$ cat src/logic/wdt_consts.svh
// Constants of the watchdog timer block
`ifndef WDT_CONSTS_SVH
`define WDT_CONSTS_SVH

// Register indices on the plain register port
`define WDT_ADDR_W        4
`define WDT_DATA_W        8
`define WDT_IDX_CONTROL   4'h0
`define WDT_IDX_IRQ_STAT  4'h1
`define WDT_IDX_IRQ_MASK  4'h2
`define WDT_IDX_FLAGS     4'h3
`define WDT_IDX_CNT_LO    4'h4
`define WDT_IDX_CNT_MID   4'h5
`define WDT_IDX_CNT_HI    4'h6

// Control register layout and reset value
`define WDT_CTRL_RESET    8'h16
`define WDT_CTRL_WMASK    8'h3F

// Mode configuration encodings
`define WDT_MODE_OFF      2'h0
`define WDT_MODE_SW       2'h1
`define WDT_MODE_AWAKE    2'h2
`define WDT_MODE_ON       2'h3

// Period select limits
`define WDT_PS_W          5
`define WDT_PS_MAX        5'h12
`define WDT_PS_MIN        5'h00
`define WDT_PS_BASE_SH    5'h05

// Counter of oscillator cycles, up to 2^23
`define WDT_CNT_W         23
`define WDT_CNT_ONE       23'h000001
`define WDT_CNT_ZERO      23'h000000

// Sticky event bits
`define WDT_EV_W          2
`define WDT_EV_RESET      0
`define WDT_EV_WAKE       1
`define WDT_EV_ZERO       2'h0

// Flag bits
`define WDT_FLAG_TIMEOUT  0
`define WDT_FLAG_PDOWN    1

`endif

$ cat src/logic/wdt_pkg.sv
// Types of the watchdog timer block
package wdt_pkg;

  // Control register fields
  typedef struct packed {
    logic [1:0] unused;
    logic [4:0] period_sel;
    logic       sw_enable;
  } wdt_ctrl_type;

  // Power and clock events from the core and reset logic
  typedef struct packed {
    logic clear_instr;
    logic sleep_enter;
    logic sleep_exit;
    logic osc_fail;
    logic ost_running;
    logic irq_pending;
    logic asleep;
  } wdt_evt_type;

  // Watchdog activity state
  typedef enum logic [1:0] {
    WDT_IDLE    = 2'h0,
    WDT_COUNT   = 2'h1,
    WDT_EXPIRED = 2'h3
  } wdt_state_type;

endpackage

$ cat src/logic/wdt_timer.sv
// Watchdog timer with prescaled oscillator counter and register port
`timescale 1ns/1ps
`include "wdt_consts.svh"

module wdt_timer (
  input  wire logic                     clk_i,
  input  wire logic                     resetn_i,
  input  wire logic                     low_freq_internal_osc_i,
  input  wire logic [1:0]               wd_mode_cfg_i,
  input  wire wdt_pkg::wdt_evt_type     evt_i,
  input  wire logic [`WDT_ADDR_W-1:0]   reg_addr_i,
  input  wire logic [`WDT_DATA_W-1:0]   reg_wdata_i,
  input  wire logic                     reg_we_i,
  input  wire logic                     reg_re_i,
  output logic      [`WDT_DATA_W-1:0]   reg_rdata_o,
  output logic                          wd_reset_o,
  output logic                          wake_o,
  output logic                          timeout_flag_o,
  output logic                          powerdown_flag_o,
  output logic                          irq_o
);

  wdt_pkg::wdt_ctrl_type              ctrl_ff;
  wdt_pkg::wdt_state_type             state_ff;
  wdt_pkg::wdt_state_type             nxt_state;
  logic [`WDT_CNT_W-1:0]              cnt_ff;
  logic [`WDT_CNT_W-1:0]              nxt_cnt;
  logic [`WDT_EV_W-1:0]               irq_stat_ff;
  logic [`WDT_EV_W-1:0]               irq_mask_ff;
  logic [`WDT_EV_W-1:0]               ev_set;
  logic [`WDT_DATA_W-1:0]             rdata_ff;
  logic                               osc_sync1_ff;
  logic                               osc_sync2_ff;
  logic                               osc_prev_ff;
  logic                               osc_tick;
  logic                               wd_enable;
  logic                               cnt_clear;
  logic                               sleep_taken;
  logic                               expire;
  logic                               wd_reset_ff;
  logic                               wake_ff;
  logic                               timeout_flag_ff;
  logic                               powerdown_flag_ff;
  logic                               wr_ctrl;
  logic                               wr_stat;
  logic                               wr_mask;

  // Last count of the selected interval
  function automatic logic [`WDT_CNT_W-1:0] last_count(
    input logic [`WDT_PS_W-1:0] ps
  );
    logic [`WDT_PS_W-1:0] eff;
    logic [`WDT_PS_W-1:0] sh;
    eff = ps;
    if (ps > `WDT_PS_MAX) begin
      eff = `WDT_PS_MIN;
    end
    sh = eff + `WDT_PS_BASE_SH;
    last_count = (`WDT_CNT_ONE << sh) - `WDT_CNT_ONE;
  endfunction

  // Register index match for a strobe
  function automatic logic hit(
    input logic                   strobe,
    input logic [`WDT_ADDR_W-1:0] addr,
    input logic [`WDT_ADDR_W-1:0] idx
  );
    hit = strobe && (addr == idx);
  endfunction

  assign wr_ctrl = hit(reg_we_i, reg_addr_i, `WDT_IDX_CONTROL);
  assign wr_stat = hit(reg_we_i, reg_addr_i, `WDT_IDX_IRQ_STAT);
  assign wr_mask = hit(reg_we_i, reg_addr_i, `WDT_IDX_IRQ_MASK);

  always_ff @(posedge clk_i or negedge resetn_i) begin
    if (!resetn_i) begin
      osc_sync1_ff <= 1'b0;
      osc_sync2_ff <= 1'b0;
    end else begin
      osc_sync1_ff <= low_freq_internal_osc_i;
      osc_sync2_ff <= osc_sync1_ff;
    end
  end

  always_ff @(posedge clk_i or negedge resetn_i) begin
    if (!resetn_i) begin
      osc_prev_ff <= 1'b0;
    end else begin
      osc_prev_ff <= osc_sync2_ff;
    end
  end

  // one tick per oscillator rising edge
  assign osc_tick = osc_sync2_ff && !osc_prev_ff;

  // Mode decode
  always_comb begin
    case (wd_mode_cfg_i)
      `WDT_MODE_ON:    wd_enable = 1'b1;
      `WDT_MODE_AWAKE: wd_enable = !evt_i.asleep;
      `WDT_MODE_SW:    wd_enable = ctrl_ff.sw_enable;
      `WDT_MODE_OFF:   wd_enable = 1'b0;
      default:         wd_enable = 1'b0;
    endcase
  end

  // sleep with pending interrupt does nothing
  assign sleep_taken = evt_i.sleep_enter && !evt_i.irq_pending;

  assign cnt_clear = !wd_enable || evt_i.clear_instr || sleep_taken ||
                     evt_i.sleep_exit || evt_i.osc_fail ||
                     evt_i.ost_running;

  assign expire = osc_tick && !cnt_clear &&
                  (cnt_ff == last_count(ctrl_ff.period_sel));

  // counter only sees clears and ticks
  always_comb begin
    nxt_cnt = cnt_ff;
    if (cnt_clear || expire) begin
      nxt_cnt = `WDT_CNT_ZERO;
    end else if (osc_tick) begin
      nxt_cnt = cnt_ff + `WDT_CNT_ONE;
    end
  end

  always_ff @(posedge clk_i or negedge resetn_i) begin
    if (!resetn_i) begin
      cnt_ff <= `WDT_CNT_ZERO;
    end else begin
      cnt_ff <= nxt_cnt;
    end
  end

  // Activity state for observation
  always_comb begin
    case (state_ff)
      wdt_pkg::WDT_IDLE: begin
        nxt_state = wd_enable ? wdt_pkg::WDT_COUNT : wdt_pkg::WDT_IDLE;
      end
      wdt_pkg::WDT_COUNT: begin
        if (!wd_enable) begin
          nxt_state = wdt_pkg::WDT_IDLE;
        end else if (expire) begin
          nxt_state = wdt_pkg::WDT_EXPIRED;
        end else begin
          nxt_state = wdt_pkg::WDT_COUNT;
        end
      end
      wdt_pkg::WDT_EXPIRED: begin
        nxt_state = wd_enable ? wdt_pkg::WDT_COUNT : wdt_pkg::WDT_IDLE;
      end
      default: nxt_state = wdt_pkg::WDT_IDLE;
    endcase
  end

  always_ff @(posedge clk_i or negedge resetn_i) begin
    if (!resetn_i) begin
      state_ff <= wdt_pkg::WDT_IDLE;
    end else begin
      state_ff <= nxt_state;
    end
  end

  // reset when awake, wake when asleep
  always_ff @(posedge clk_i or negedge resetn_i) begin
    if (!resetn_i) begin
      wd_reset_ff <= 1'b0;
      wake_ff     <= 1'b0;
    end else begin
      wd_reset_ff <= expire && !evt_i.asleep;
      wake_ff     <= expire && evt_i.asleep;
    end
  end

  // time-out and power-down flags, set beats clear
  always_ff @(posedge clk_i or negedge resetn_i) begin
    if (!resetn_i) begin
      timeout_flag_ff <= 1'b0;
    end else if (expire) begin
      timeout_flag_ff <= 1'b1;
    end else if (evt_i.clear_instr || sleep_taken) begin
      timeout_flag_ff <= 1'b0;
    end
  end

  always_ff @(posedge clk_i or negedge resetn_i) begin
    if (!resetn_i) begin
      powerdown_flag_ff <= 1'b0;
    end else if (sleep_taken) begin
      powerdown_flag_ff <= 1'b1;
    end else if (evt_i.clear_instr) begin
      powerdown_flag_ff <= 1'b0;
    end
  end

  always_ff @(posedge clk_i or negedge resetn_i) begin
    if (!resetn_i) begin
      ctrl_ff <= `WDT_CTRL_RESET;
    end else if (wr_ctrl) begin
      ctrl_ff <= reg_wdata_i & `WDT_CTRL_WMASK;
    end
  end

  // Sticky events, write one to clear, set wins
  always_comb begin
    ev_set                = `WDT_EV_ZERO;
    ev_set[`WDT_EV_RESET] = expire && !evt_i.asleep;
    ev_set[`WDT_EV_WAKE]  = expire && evt_i.asleep;
  end

  always_ff @(posedge clk_i or negedge resetn_i) begin
    if (!resetn_i) begin
      irq_stat_ff <= `WDT_EV_ZERO;
    end else if (wr_stat) begin
      irq_stat_ff <= (irq_stat_ff & ~reg_wdata_i[`WDT_EV_W-1:0]) | ev_set;
    end else begin
      irq_stat_ff <= irq_stat_ff | ev_set;
    end
  end

  always_ff @(posedge clk_i or negedge resetn_i) begin
    if (!resetn_i) begin
      irq_mask_ff <= `WDT_EV_ZERO;
    end else if (wr_mask) begin
      irq_mask_ff <= reg_wdata_i[`WDT_EV_W-1:0];
    end
  end

  // Read data in the cycle after the strobe
  always_ff @(posedge clk_i or negedge resetn_i) begin
    if (!resetn_i) begin
      rdata_ff <= '0;
    end else if (reg_re_i) begin
      case (reg_addr_i)
        `WDT_IDX_CONTROL:  rdata_ff <= ctrl_ff & `WDT_CTRL_WMASK;
        `WDT_IDX_IRQ_STAT: rdata_ff <= {6'h00, irq_stat_ff};
        `WDT_IDX_IRQ_MASK: rdata_ff <= {6'h00, irq_mask_ff};
        `WDT_IDX_FLAGS:    rdata_ff <= {4'h0, state_ff,
                                        powerdown_flag_ff,
                                        timeout_flag_ff};
        `WDT_IDX_CNT_LO:   rdata_ff <= cnt_ff[7:0];
        `WDT_IDX_CNT_MID:  rdata_ff <= cnt_ff[15:8];
        `WDT_IDX_CNT_HI:   rdata_ff <= {1'b0, cnt_ff[22:16]};
        default:           rdata_ff <= '0;
      endcase
    end else begin
      rdata_ff <= '0;
    end
  end

  assign reg_rdata_o      = rdata_ff;
  assign wd_reset_o       = wd_reset_ff;
  assign wake_o           = wake_ff;
  assign timeout_flag_o   = timeout_flag_ff;
  assign powerdown_flag_o = powerdown_flag_ff;
  assign irq_o            = |(irq_stat_ff & irq_mask_ff);

endmodule

$ cat config.mk
export PLATFORM = sky130hd
export DESIGN_NAME = wdt_timer
export DESIGN_NICKNAME = d
export VERILOG_FILES = /design/src/logic/wdt_pkg.sv /design/src/logic/wdt_timer.sv
export VERILOG_INCLUDE_DIRS = /design/src /design/src/logic
export SDC_FILE = /design/constraint.sdc
export NUM_CORES = 1
export LEC_CHECK = 0
export ABC_AREA = 1
export CAP_MARGIN = 20
export CORE_ASPECT_RATIO = 1.75
export CORE_MARGIN = 2
export CORE_UTILIZATION = 35
export CTS_BUF_LIST = sky130_fd_sc_hd__clkbuf_4
export CTS_CLUSTER_DIAMETER = 150
export DETAILED_ROUTE_END_ITERATION = 10
export DONT_BUFFER_PORTS = 1
export SLEW_MARGIN = 30
export SYNTH_ARGS = -nofsm -noshare
export SYNTH_HDL_FRONTEND = slang
export SYNTH_SLANG_ARGS = --single-unit
$ cat constraint.sdc
create_clock -name clk_i -period 3 [get_ports clk_i]
set_input_delay 0.3 -clock clk_i [delete_from_list [all_inputs] [get_ports clk_i]]
set_output_delay 0.3 -clock clk_i [all_outputs]
set_load 0.02 [all_outputs]
==> run_results.csv, run 1 <==
group,metric,value,unit
setup_path,critical_path_arrival,3040,ps
setup_path,r2r_end,"cnt_ff[2]$_DFFE_PN0P_",
floorplan,die_x,84.7,um
status,status,"completed",
setup_path,r2r_start,"ctrl_ff[4]$_DFFE_PN1P_",
route,drc,0,
synth,syn_inst,545,
synth,synth-seq-area-share,31.5,%
floorplan,core_area,11100,um^2
synth,synth_ff_type,"dfrtp_1",
setup_path,reg2reg_depth,14,
setup_path,crit_path_end_kind,"flip-flop",
synth,synthesis.area,3980,um^2
cts,ctsLongestPathBuffers,2,
layout,utilization,38.3,%
power,powerDensity,425,nW/um^2
grt,overflow,0,
synth,ys_types,44,
cts,htree_levels,2,
layout,final_common_cell,"nand2_1",
setup_path,cp_slowest_cell,"dfstp_2",
worst_hold_path,worstHoldEndpoint,"reg_rdata_o[6]$_DFF_PN0_",
sta,fin_setup_tns,0,ps
placed_design,place_congestion,0.947,
route,routed_wl,11400,um
sta,setup_ws,271,ps
layout,drive_above_1_share,16.6,%
route,firstDrtPassIters,5,
cts,cts_resized,0,
grt,antenna_found_initial,1,
synth,yosysTopAreaCellShare,29.5,%
sta,fin_crit_sh,91.0,%
cts,cts_tree,"done",
grt,first_global_vias,3655,
job,maxCapViolCount,0,
setup_path,crit_fanout,9,
route,routedWlPerCell,16.6,um
layout,fin_nets,584,
floorplan,dieArea,12300,um^2
sta,drv_slew,0,
setup_path,path_cells,"inv_4 -> nor2_2 -> inv_1 -> nand3_4 -> nand3_4 -> nor3_2 -> nand3_1 -> nand3_1 -> nand3_2 -> nor2_4 -> nand4_4 -> nand2_4 -> buf_4 -> nor2_1",
sta,fmax,366,MHz
floorplan,die_y,145,um
placed_design,io_buffers,0,
layout,area_growth,6.85,%
power,peakVddDrop,228,uV
placed_design,pre_cts_ws,304,ps
worst_hold_path,min-delay-start,"reg_re_i",
layout,mostFrequentLayoutCells,"nand2_1, nor2_1, inv_1, nand3_1, dfrtp_1",
route,ant_nets,0,
layout,instances_no_fill,688,
sta,hold_violations,0,
power,finalPower,1.81,mW
cts,cts.clk_slew.worst_paths,170,ps
setup_path,worstSetupPathType,"reg2reg",
placed_design,placed_cells,674,
synth,yosys-top-cells-area,"dfrtp_1, nand2_1, nor2_1",
worst_hold_path,holdCritPathClass,"in2reg",
setup_path,rrSetupSlack,270,ps
floorplan,rows,51,
setup_path,startpoint_type,"flip-flop",
floorplan,boundaryPins,39,
cts,clock_sinks,50,
route,via_per_inst,5.30,
sta,finalClockSkew,19.1,ps
synth,synth_edf_count,0,
synth,ys.warnings.count,0,
cts,cts_setup_buffers,0,
setup_path,cp.required,3310,ps
synth,yosysTopAreaCell,"dfrtp_1",
grt,grt_usage,19.5,%
layout,fill_cells,1186,
cts,clk_latency,400,ps
route,via_count,3649,
grt,grt_max_degree,51,
worst_hold_path,hold_depth,2,
synth,synth_area_per_cell,7.31,um^2
floorplan,initial_core_util,35.9,%
cts,cts_made_buffers,5,
sta,setup_viol,0,
power,leakagePower,1.93,nW
synth,synth_seq_cells,50,
layout,multi_input_area,2320,um^2
setup_path,max_stage_delay,750,ps
grt,grt_pass1_wl,18800,um
route,drt_iter0_markers,263,
sta,fin_crit,2730,ps
synth,async_flop_share,100,%
cts,clockRootBuffer,"clkbuf_4",
sta,grt_setup_unrepaired,"no",
placed_design,post-dp-hpwl,9210,um
layout,register_area,1250,um^2
logic make-up (layout without fill, tap and decap cells):
kind of cell    after synthesis  after routing  synth area share (%)
fa+ha+maj                     4              4                  1.26
buf+inv                      93            102                  10.4
compound gates               45             45                  7.22
flops                        50             50                  31.5
xor+xnor                     30             30                  6.60
other cells                   1              3                0.0941
simple gates                322            322                  42.9
layout make-up:
cell class	instances	area share (%)
Inverter	81	7.38
Tap cell	132	3.88
Multi-Input combinational cell	403	54.4
Antenna cell	1	0.0588
Clock buffer	5	0.882
Timing Repair Buffer	13	3.29
Sequential cell	50	29.5
Clock inverter	3	0.588
power breakdown:
group | internal [mW] | total [mW] | switching [mW]
Sequential | 0.710 | 0.772 | 0.0621
Combinational | 0.221 | 0.695 | 0.474
Clock | 0.0960 | 0.342 | 0.246
Total | 1.03 | 1.81 | 0.782
cell usage after synthesis, drive strengths merged, types with 7 or more instances:
cell	instances
buf	9
a21oi	7
dfrtp	47
nand2	124
nor3	14
nor2	94
o21ai	18
inv	80
nand4	25
nand3	59
o22ai	11
xor2	29
flip-flops by register name, summed over array words and instances (netlist names), 2 cells and up:
name and count:
reg_rdata_o 8, ctrl_ff 6, irq_mask_ff 2, state_ff 2
cnt_ff 23, irq_stat_ff 2
worst max-delay path, delay by kind of cell (launching register included):
family	cells	cell delay [ps]
and+or+nand+nor	11	1500
buffers and inverters	3	390
DFF	1	750
per-layer routing:
| metal | up-vias | wire length, um | global-route usage (%) |
|---|---|---|---|
| met2 | 104 | 5980 | 34.5 |
| met4 | 0 | 960 | 14.0 |
| met5 | - | 0 | 0 |
| met1 | 1718 | 4170 | 20.6 |
| li1 | 1780 | - | - |
| met3 | 47 | 312 | 2.45 |
metrics by stage:
stage          hold WS (ps)  area [um^2]
2_1_floorplan          4.41         3990
3_3_place_gp           5.73         4120
3_5_place_dp           5.22         4120
4_1_cts                18.5         4250
5_1_grt                22.2         4260
6_report               26.4         4260
worst max-delay path by stage:
| stage | cells after the start | to | startpoint | slack, ps |
|---|---|---|---|---|
| floorplan | 14 | cnt_ff[12]$_DFFE_PN0P_ | ctrl_ff[2]$_DFFE_PN1P_ | 690 |
| global placement | 16 | cnt_ff[1]$_DFFE_PN0P_ | ctrl_ff[4]$_DFFE_PN1P_ | 340 |
| finish | 14 | cnt_ff[2]$_DFFE_PN0P_ | ctrl_ff[4]$_DFFE_PN1P_ | 270 |
| CTS | 14 | cnt_ff[2]$_DFFE_PN0P_ | ctrl_ff[4]$_DFFE_PN1P_ | 310 |
| global route | 13 | cnt_ff[22]$_DFFE_PN0P_ | cnt_ff[1]$_DFFE_PN0P_ | 80 |
| detailed placement | 14 | cnt_ff[2]$_DFFE_PN0P_ | ctrl_ff[4]$_DFFE_PN1P_ | 300 |
timing repair:
item / CTS / global route
setup endpoints to repair: 0 / 0
endpoints found under the hold margin: 53 / 0
hold buffers: 5 / 0
No activity file was read; power rests on OpenSTA's default activity.
==> run 2: changes to the inputs <==
--- a/config.mk
+++ b/config.mk
@@ -15,6 +15,7 @@
 export CTS_CLUSTER_DIAMETER = 150
 export DETAILED_ROUTE_END_ITERATION = 10
 export DONT_BUFFER_PORTS = 1
+export RECOVER_POWER = 25
 export SLEW_MARGIN = 30
 export SYNTH_ARGS = -nofsm -noshare
 export SYNTH_HDL_FRONTEND = slang
==> run 2 against run 1 <==
Against the previous run: power fell by 0.20%; cell count did not move; die area did not move; first-iteration DRC count rose by 14%; non-clock buffer count did not move; global-route usage did not move; fmax barely moved; via count rose by 0.93%; combinational power barely moved; sequential share of layout area rose by 0.16 points; sequential power barely moved; critical path type unchanged; highest routed layer unchanged.
==> run_results.csv, run 2 (synthesis gave the netlist of run 1 again) <==
group,metric,value,unit
setup_path,cp.required,3320,ps
power,powerDensity,427,nW/um^2
setup_path,path_cells,"inv_4 -> nor2_2 -> inv_1 -> nand3_4 -> nand3_4 -> nor3_2 -> nand3_1 -> nand3_1 -> nand3_2 -> nor2_4 -> nand4_4 -> nand2_4 -> buf_4 -> nor2_1",
layout,final_common_cell,"nand2_1",
route,routedWlPerCell,16.8,um
setup_path,r2r_start,"ctrl_ff[4]$_DFFE_PN1P_",
sta,relSlewSlack,15.8,%
power,peakVddDrop,228,uV
job,maxCapViolCount,0,
cts,clockRootBuffer,"clkbuf_4",
cts,htree_levels,2,
floorplan,dieArea,12300,um^2
placed_design,post-dp-hpwl,9210,um
cts,clk_latency,400,ps
floorplan,boundaryPins,39,
sta,hold_violations,0,
grt,grt_pass1_wl,18800,um
setup_path,crit_buf_inv,3,
setup_path,worstSetupPathType,"reg2reg",
grt,grt_max_degree,51,
sta,finalClockSkew,17.1,ps
floorplan,core_area,11100,um^2
sta,tightest_slew,1260,ps
cts,clock_sinks,50,
grt,overflow,0,
power,clkPwrFrac,18.9,%
sta,fin_crit,2730,ps
grt,antenna_found_initial,1,
worst_hold_path,min-delay-start,"reg_wdata_i[4]",
sta,grt_setup_unrepaired,"no",
layout,utilization,38.1,%
cts,cts_made_buffers,5,
setup_path,critical_path_arrival,3050,ps
layout,drive_above_1_share,16.6,%
layout,mostFrequentLayoutCells,"nand2_1, nor2_1, inv_1, nand3_1, dfrtp_1",
sta,fin_crit_sh,91.0,%
sta,drv_slew,0,
sta,fin_setup_tns,0,ps
route,via_per_inst,5.35,
setup_path,crit_fanout,9,
route,via_count,3683,
route,drc,0,
setup_path,max_stage_delay,750,ps
grt,grt_usage,19.5,%
layout,area_growth,6.28,%
power,seqPwrFrac,42.7,%
route,firstDrtPassIters,4,
sta,setup_viol,0,
power,swShare,43.3,%
setup_path,crit_family,"simple AND/OR/NAND/NOR gates",
setup_path,cp_slowest_cell,"dfstp_2",
floorplan,die_x,84.7,um
setup_path,critical_path.startpoint,"ctrl_ff[4]$_DFFE_PN1P_",
route,drt_iter0_markers,301,
power,p_int,1.02,mW
cts,ctsLongestPathBuffers,2,
cts,cts.clk_slew.worst_paths,160,ps
status,status,"completed",
power,leakagePower,1.92,nW
floorplan,die_y,145,um
route,routed_wl,11500,um
placed_design,io_buffers,0,
worst_hold_path,holdCritPathClass,"in2reg",
layout,fin_nets,584,
placed_design,place_congestion,0.947,
setup_path,startpoint_type,"flip-flop",
sta,fmax,366,MHz
power,switchingPower,0.782,mW
power,pwr-share-comb,38.4,%
floorplan,initial_core_util,35.9,%
floorplan,rows,51,
layout,largest_reg_flops,23,
cts,cts_tree,"done",
grt,first_global_vias,3655,
setup_path,crit_path_end_kind,"flip-flop",
route,ant_nets,0,
layout,largest_register,"cnt_ff",
==> run 2: area by class of cell <==
cell class | instances | area (um^2)
Tap cell | 132 | 165
Timing Repair Buffer | 13 | 118
Sequential cell | 50 | 1250
Clock buffer | 5 | 37.5
Clock inverter | 3 | 25.0
Fill cell | 1189 | 6870
Inverter | 81 | 314
Antenna cell | 1 | 2.50
Multi-Input combinational cell | 403 | 2320
==> run 2: metrics by stage <==
stage	power (mW)	hold slack [ps]	setup WS, ps	instances	area [um^2]
6_report	1.81	25.2	271	688	4230
5_1_grt	1.92	22.2	81.7	688	4230
4_1_cts	1.81	18.5	314	687	4250
3_5_place_dp	1.45	5.22	304	674	4120
3_3_place_gp	1.43	5.73	341	674	4120
2_1_floorplan	1.32	4.41	694	546	3990
==> run 2: final timing paths <==
path / end / slack, ps / depth (start not counted)
min in group asynchronous: irq_mask_ff[1]$_DFFE_PN0P_ / 670 / 2
min reg2reg: osc_sync2_ff$_DFF_PN0_ / 380 / 0
max in group asynchronous: cnt_ff[11]$_DFFE_PN0P_ / 1560 / 2
max reg2reg: cnt_ff[2]$_DFFE_PN0P_ / 270 / 14
min: ctrl_ff[4]$_DFFE_PN1P_ / 30 / 2
max: cnt_ff[2]$_DFFE_PN0P_ / 270 / 14
==> run 2: routing by layer <==
| layer | track usage, % | vias to the layer above | routed length (um) |
|---|---|---|---|
| met3 | 2.45 | 47 | 430 |
| met2 | 34.5 | 117 | 6040 |
| met4 | 14.0 | 0 | 916 |
| li1 | - | 1781 | - |
| met5 | 0 | - | 0 |
| met1 | 20.6 | 1738 | 4160 |
==> run 2: what timing repair did <==
action,CTS,global route
hold endpoints to repair,53,0
hold buffers,5,0
gates resized for setup,0,0
setup buffers,0,0
==> run 2: power groups by stage <==
stage	registers [mW]	clock network (mW)	logic (mW)
floorplan	0.741	0	0.575
global placement	0.782	0	0.653
detailed placement	0.784	0	0.661
CTS	0.772	0.355	0.687
global route	0.777	0.377	0.768
finish	0.772	0.342	0.693
